===== config.mk =====
export PLATFORM = sky130hd
export DESIGN_NAME = serial_port_irq_mask
export DESIGN_NICKNAME = d
export VERILOG_FILES = /design/src/serial_port_irq_mask_pkg.sv /design/src/sticky_flag_bank.sv /design/src/serial_port_irq_mask.sv
export SDC_FILE = /design/constraint.sdc
export NUM_CORES = 1
export LEC_CHECK = 0
export BUFFER_PORTS_ARGS = -buffer_cell sky130_fd_sc_hd__buf_2
export CELL_PAD_IN_SITES_DETAIL_PLACEMENT = 1
export CELL_PAD_IN_SITES_GLOBAL_PLACEMENT = 1
export CORE_MARGIN = 2
export CORE_UTILIZATION = 35
export CTS_BUF_LIST = sky130_fd_sc_hd__clkbuf_4
export DETAILED_ROUTE_END_ITERATION = 10
export PLACE_DENSITY_LB_ADDON = 0.25
export RECOVER_POWER = 50
export SYNTH_ARGS = -nofsm -noshare
export SYNTH_HDL_FRONTEND = slang
export SYNTH_SLANG_ARGS = --single-unit

===== constraint.sdc =====
create_clock -name i_clk -period 1.75 [get_ports i_clk]
set_clock_uncertainty 0.15 [all_clocks]
set_input_delay 0.0875 -clock i_clk [delete_from_list [all_inputs] [get_ports i_clk]]
set_output_delay 0.0875 -clock i_clk [all_outputs]
set_load 0.005 [all_outputs]

===== src/serial_port_irq_mask_pkg.sv =====
package serial_port_irq_mask_pkg;

    localparam int ADDR_W = 8;
    localparam int DATA_W = 32;

    // Byte addresses of the register port
    localparam logic [7:0] OFS_STATUS = 8'h00;
    localparam logic [7:0] OFS_ENABLE_SET = 8'h04;
    localparam logic [7:0] OFS_ENABLE_CLEAR = 8'h08;
    localparam logic [7:0] OFS_MASK_VIEW = 8'h0C;

    // Source bit positions, shared by status, set, clear and mask, except bits 16 and 17, which exist in status only
    localparam int BIT_TX_HOLDING_FREE = 0;
    localparam int BIT_TX_ALL_SENT = 1;
    localparam int BIT_TX_DMA_COUNT_DONE = 2;
    localparam int BIT_TX_DMA_BUFFERS_EMPTY = 3;
    localparam int BIT_RX_HOLDING_FULL = 4;
    localparam int BIT_RX_OVERRUN_FLAG = 5;
    localparam int BIT_RX_DMA_COUNT_DONE = 6;
    localparam int BIT_RX_DMA_BUFFERS_FULL = 7;
    localparam int BIT_TX_FRAME_SYNC_SEEN = 10;
    localparam int BIT_RX_FRAME_SYNC_SEEN = 11;
    localparam int BIT_TX_ENABLED = 16;
    localparam int BIT_RX_ENABLED = 17;

    // Bits that exist in set, clear and mask
    localparam logic [31:0] SOURCE_MASK = 32'h00000CFF;

    // Sticky flag slots
    localparam int STICKY_W = 3;
    localparam int STK_OVERRUN = 0;
    localparam int STK_TX_SYNC = 1;
    localparam int STK_RX_SYNC = 2;

    localparam logic [31:0] RESET_MASK = 32'h00000000;
    localparam logic [31:0] RESET_RDATA = 32'h00000000;

endpackage


===== src/sticky_flag_bank.sv =====
`timescale 1ns/1ps
module sticky_flag_bank
    import serial_port_irq_mask_pkg::*;
#(
    parameter int WIDTH = 3
) (
    input wire logic i_clk,
    input wire logic i_reset,
    input wire logic [WIDTH-1:0] i_set,
    input wire logic [WIDTH-1:0] i_clear,
    output logic [WIDTH-1:0] o_flags
);

    typedef struct packed {
        logic [WIDTH-1:0] flags;
    } bank_type;

    bank_type state_q;
    bank_type state_d;

    always_comb begin
        state_d = state_q;
        // Set wins so an event in the clearing cycle survives
        state_d.flags = (state_q.flags & ~i_clear) | i_set;
    end

    always_ff @(posedge i_clk or posedge i_reset) begin
        if (i_reset) begin
            state_q <= '0;
        end else begin
            state_q <= state_d;
        end
    end

    assign o_flags = state_q.flags;

endmodule


===== src/serial_port_irq_mask.sv =====
`timescale 1ns/1ps
// Contract
// - A write to the enable-set register sets each mask bit written as one and keeps the others.
// - A write to the enable-clear register clears each mask bit written as one and keeps the others.
// - Reading the mask view returns one for every enabled source and zero for every disabled one.
// - Transmit sources sit at bits 0 to 3: holding free, all sent, DMA count done, DMA buffers empty.
// - Receive sources sit at bits 4 to 7: holding full, overrun, DMA count done, DMA buffers full.
// - Transmit frame-sync sits at bit 10 and receive frame-sync at bit 11.
// - Both frame-sync flags set on their event and hold until the status word is next read, or written with a one at their bit.
// - Overrun sets when a receive word is loaded while the previous one is still unread.
module serial_port_irq_mask
    import serial_port_irq_mask_pkg::*;
(
    input wire logic i_clk,
    input wire logic i_reset,
    input wire logic [ADDR_W-1:0] i_addr,
    input wire logic [DATA_W-1:0] i_wdata,
    input wire logic i_wr,
    input wire logic i_rd,
    output logic [DATA_W-1:0] o_rdata,
    input wire logic i_tx_holding_free,
    input wire logic i_tx_all_sent,
    input wire logic i_tx_dma_count_done,
    input wire logic i_tx_dma_buffers_empty,
    input wire logic i_rx_holding_full,
    input wire logic i_rx_dma_count_done,
    input wire logic i_rx_dma_buffers_full,
    input wire logic i_rx_word_load,
    input wire logic i_rx_holding_read,
    input wire logic i_tx_sync_event,
    input wire logic i_rx_sync_event,
    input wire logic i_tx_enabled,
    input wire logic i_rx_enabled,
    output logic o_irq
);

    typedef struct packed {
        logic [DATA_W-1:0] mask;
        logic [DATA_W-1:0] rdata;
        logic rx_unread;
        logic irq;
    } state_type;

    state_type state_q;
    state_type state_d;

    logic [STICKY_W-1:0] sticky_set;
    logic [STICKY_W-1:0] sticky_clear;
    logic [STICKY_W-1:0] sticky_q;
    logic [DATA_W-1:0] status_word;

    function automatic logic hit(
        input logic [ADDR_W-1:0] addr,
        input logic [7:0] ofs
    );
        hit = (addr == ofs[ADDR_W-1:0]);
    endfunction

    logic wr_set;
    logic wr_clear;
    logic wr_status;
    logic rd_status;
    logic overrun_hit;

    assign wr_set = i_wr && hit(i_addr, OFS_ENABLE_SET);
    assign wr_clear = i_wr && hit(i_addr, OFS_ENABLE_CLEAR);
    assign wr_status = i_wr && hit(i_addr, OFS_STATUS);
    assign rd_status = i_rd && hit(i_addr, OFS_STATUS);

    // A read in the same cycle as a load still counts as consumed
    assign overrun_hit = i_rx_word_load && state_q.rx_unread && !i_rx_holding_read;

    always_comb begin
        sticky_set = '0;
        sticky_set[STK_OVERRUN] = overrun_hit;
        sticky_set[STK_TX_SYNC] = i_tx_sync_event;
        sticky_set[STK_RX_SYNC] = i_rx_sync_event;
    end

    always_comb begin
        sticky_clear = '0;
        if (rd_status) begin
            sticky_clear = '1;
        end else if (wr_status) begin
            sticky_clear[STK_OVERRUN] = i_wdata[BIT_RX_OVERRUN_FLAG];
            sticky_clear[STK_TX_SYNC] = i_wdata[BIT_TX_FRAME_SYNC_SEEN];
            sticky_clear[STK_RX_SYNC] = i_wdata[BIT_RX_FRAME_SYNC_SEEN];
        end
    end

    sticky_flag_bank #(
        .WIDTH(STICKY_W)
    ) u_sticky (
        .i_clk(i_clk),
        .i_reset(i_reset),
        .i_set(sticky_set),
        .i_clear(sticky_clear),
        .o_flags(sticky_q)
    );

    always_comb begin
        status_word = '0;
        status_word[BIT_TX_HOLDING_FREE] = i_tx_holding_free;
        status_word[BIT_TX_ALL_SENT] = i_tx_all_sent;
        status_word[BIT_TX_DMA_COUNT_DONE] = i_tx_dma_count_done;
        status_word[BIT_TX_DMA_BUFFERS_EMPTY] = i_tx_dma_buffers_empty;
        status_word[BIT_RX_HOLDING_FULL] = i_rx_holding_full;
        status_word[BIT_RX_OVERRUN_FLAG] = sticky_q[STK_OVERRUN];
        status_word[BIT_RX_DMA_COUNT_DONE] = i_rx_dma_count_done;
        status_word[BIT_RX_DMA_BUFFERS_FULL] = i_rx_dma_buffers_full;
        status_word[BIT_TX_FRAME_SYNC_SEEN] = sticky_q[STK_TX_SYNC];
        status_word[BIT_RX_FRAME_SYNC_SEEN] = sticky_q[STK_RX_SYNC];
        status_word[BIT_TX_ENABLED] = i_tx_enabled;
        status_word[BIT_RX_ENABLED] = i_rx_enabled;
    end

    always_comb begin
        state_d = state_q;

        // Reserved positions never reach the mask
        if (wr_set) begin
            state_d.mask = state_q.mask | (i_wdata & SOURCE_MASK);
        end else if (wr_clear) begin
            state_d.mask = state_q.mask & ~(i_wdata & SOURCE_MASK);
        end

        if (i_rx_word_load) begin
            state_d.rx_unread = 1'b1;
        end else if (i_rx_holding_read) begin
            state_d.rx_unread = 1'b0;
        end

        // Read data live only in the cycle after the strobe
        state_d.rdata = RESET_RDATA;
        if (i_rd) begin
            unique case (i_addr)
                OFS_STATUS[ADDR_W-1:0]: begin
                    state_d.rdata = status_word;
                end
                OFS_MASK_VIEW[ADDR_W-1:0]: begin
                    state_d.rdata = state_q.mask & SOURCE_MASK;
                end
                default: begin
                    state_d.rdata = RESET_RDATA;
                end
            endcase
        end

        // Registered to keep the line glitch free; one cycle behind
        state_d.irq = |(status_word & state_q.mask & SOURCE_MASK);
    end

    always_ff @(posedge i_clk or posedge i_reset) begin
        if (i_reset) begin
            state_q.mask <= RESET_MASK;
            state_q.rdata <= RESET_RDATA;
            state_q.rx_unread <= 1'b0;
            state_q.irq <= 1'b0;
        end else begin
            state_q <= state_d;
        end
    end

    assign o_rdata = state_q.rdata;
    assign o_irq = state_q.irq;
endmodule


==> key figures <==
Pwr
  – Max IR drop VDD: 0.2539 mV
  – Pwr Density: 535.0 mW/mm²
  – Lkg Pwr: 1.003 nW

GRT
  – Pin count of the biggest net entering global routing: 28
  – GRT Total Usage: 16.33%
  – Total gr overflow: 0
  – Initial antenna violation count: 0
  – Vias in the first global route: 1,434
  – First-pass GRT wire length: 6706 µm

Detailed routing
  – Via/cell ratio: 5.015
  – DRC: 0
  – First-pass DRT Iterations: 4
  – Drt initial violations: 63
  – WL final: 3965 µm
  – Routed Antenna Nets: 0
  – DR vias: 1,339
  – DR WL/cell: 14.85 µm

Worst setup path
  – CP Class: in2reg
  – Worst path most repeated cell: dlygate4sd3_1
  – Crit path cell chain: dlygate4sd3_1 -> buf_2 -> nand3_4 -> nor4b_2 -> dlygate4sd3_1
  – CP required: 1860 ps
  – CP top delay family: buffers and inverters
  – Worst R2R Setup Slack: 170 ps
  – CP bufs+invs: 3
  – Crit. End Element: flip-flop
  – CP startpoint kind: input port
  – CP max stage cell: dlygate4sd3_1
  – Crit-path max FO: 12
  – Max incr delay on CP: 590 ps
  – Worst EP arrival: 1780 ps

Clock tree
  – Skew-Pair Late Insertion Delay: 310 ps
  – CTS tree: done
  – Clock sink count: 27
  – Clk buf depth: 2
  – H-tree level count: 1
  – CTS Buf Count: 3
  – CTS root buffer: clkbuf_4
  – Clock transition at path regs: 140 ps
  – Post-CTS repair timing setup buffer count: 0

STA
  – Min Tclk post-route: 1668 ps
  – Period Utilization, post-route: 95.33%
  – Unrepaired setup endpoints after global routing: no
  – Slew @ Worst Pin: 669.2 ps
  – Final hold viol count: 0
  – Max_slew headroom: 55.39%
  – Final setup violation count: 0
  – Fmax: 0.5994 GHz
  – Final Max Slew Viols: 0
  – Total Neg Setup Slack: 0 ps

Cells and area
  – Area taken by multi-input logic gates: 690.7 µm²
  – Final net count: 273
  – Layout cells sized above 1: 29.30%
  – ANT cells: 0
  – Area grow syn2layout: 27.91%
  – Post-route cell area: 0.002036 mm²
  – Reg area: 675.6 µm²
  – Fillers: 500

Synthesis
  – Asr flop ratio synth: 100.0%
  – Post-synthesis register bit count: 27
  – Main area contributors after synthesis: dfrtp_1 (42%), buf_4 (15%), a22oi_1 (6.1%)
  – Netlist cell types: 32
  – Seq/Total Area, Yosys: 42.45%
  – Post-synth top cells: buf_4 (32), dfrtp_1 (27), a22oi_1 (13)
  – Yosys top cell area share: 42.45%
  – Most frequent cell after synthesis: buf_4
  – Area of the mapped netlist: 0.001592 mm²
  – Post-synth EDFFs: 0
  – Avg Inst Size Synth: 10.54 µm²
  – Cells after Synth: 151
  – Synth area leader: dfrtp_1
  – Main flop type after synthesis: dfrtp_1
  – Yosys Warn Count: 0

Placement
  – DP Area: 0.001704 mm²
  – Input/output buffers: 47
  – GP Congestion: 0.7369
  – Hpwl dp: 3046 µm

Run status
  – Status: finished, final reports clean

Floorplan
  – Die X-Extent: 71.44 µm
  – FP Rows: 24
  – Ports: 90
  – Die Span Y: 71.44 µm
  – Die area: 0.005103 mm²
  – Initial Util: 36.55%
  – Core Box Area: 0.004354 mm²

Worst hold path
  – Worst hold path type: in2reg

Job
  – Number of max-cap violations: 0
==> placed cells by master, fill, tap and decap left out, drive strengths merged, types with 2 or more instances in the layout <==
cell type     n
nor4b         2
a22oi        13
o41ai         2
o221a         7
clkbuf        5
inv           4
nand4         2
a21o          3
a41o          7
dlygate4sd3  30
nor2         12
a41oi         3
and2          4
nand2        10
buf          49
conb         20
o2111ai       3
dfrtp        27
a21oi         2
==> kinds of logic after synthesis <==
group | synth area share [%]
DFF | 42.45
AOI/OAI and AO/OA | 24.22
other | 0.2356
buffers and inverters | 18.63
and+or+nand+nor | 14.47
==> worst register-to-register path, stage by stage (launching register included) <==
cell and delay [ps]:
dfrtp_1 470, a22oi_1 170, dlygate4sd3_1 570, nand4_1 90
==> area by class of cell <==
| type | instances | area share (%) |
|---|---|---|
| flip-flops and latches | 27 | 33.19 |
| well taps | 52 | 3.196 |
| multi-input cells | 100 | 33.93 |
| clock buffers | 4 | 1.475 |
| repair buffers | 80 | 27.47 |
| inverters | 4 | 0.7376 |
==> through the flow <==
stage,hold WS (ps),setup slack (ps),total power [W],util [%],std cells
floorplan,-9.785,439.2,0.0007465,-,170
global placement,9.706,258.9,0.0007775,39.14,233
detailed placement,16.04,197.9,0.0007861,39.14,233
CTS,12.74,63.15,0.001104,46.72,267
global route,23.69,21.23,0.001147,46.75,267
finish,16.01,81.70,0.001089,46.75,267
==> power by group <==
group	switching (W)	internal (W)	leakage (nW)
logic	0.0000994	0.0000872	0.626
clock network	0.000169	0.000104	0.0184
registers	0.00000222	0.000627	0.358
==> metal layers <==
metal / global-route usage, % / vias up / part of all wire [%]
met5: 0 / - / 0
met3: 1.547 / 4 / 4.6
met1: 22.06 / 641 / 43
met2: 27.26 / 45 / 51
met4: 6.080 / 0 / 1.0
li1: - / 649 / -
==> what timing repair did <==
item                                    4_1_cts  5_1_grt
resized for setup                             0        1
hold endpoints to repair                     53        0
hold buffers                                 30        0
endpoints found under the setup margin        0        2
==> path summary, 6_finish.rpt <==
| kind | end | start | cells past startpoint |
|---|---|---|---|
| setup / recovery | o_rdata[17] | i_rd | 5 |
| hold / removal | flip-flop | i_wdata[11] | 4 |
| setup reg to reg | o_irq | flip-flop | 3 |
| hold reg to reg | u_sticky.o_flags[2] | u_sticky.o_flags[2] | 1 |
| max in group asynchronous | async pin | i_reset | 4 |
| min in group asynchronous | state_q[1] | i_reset | 4 |
(Power assumes the default switching activity.)
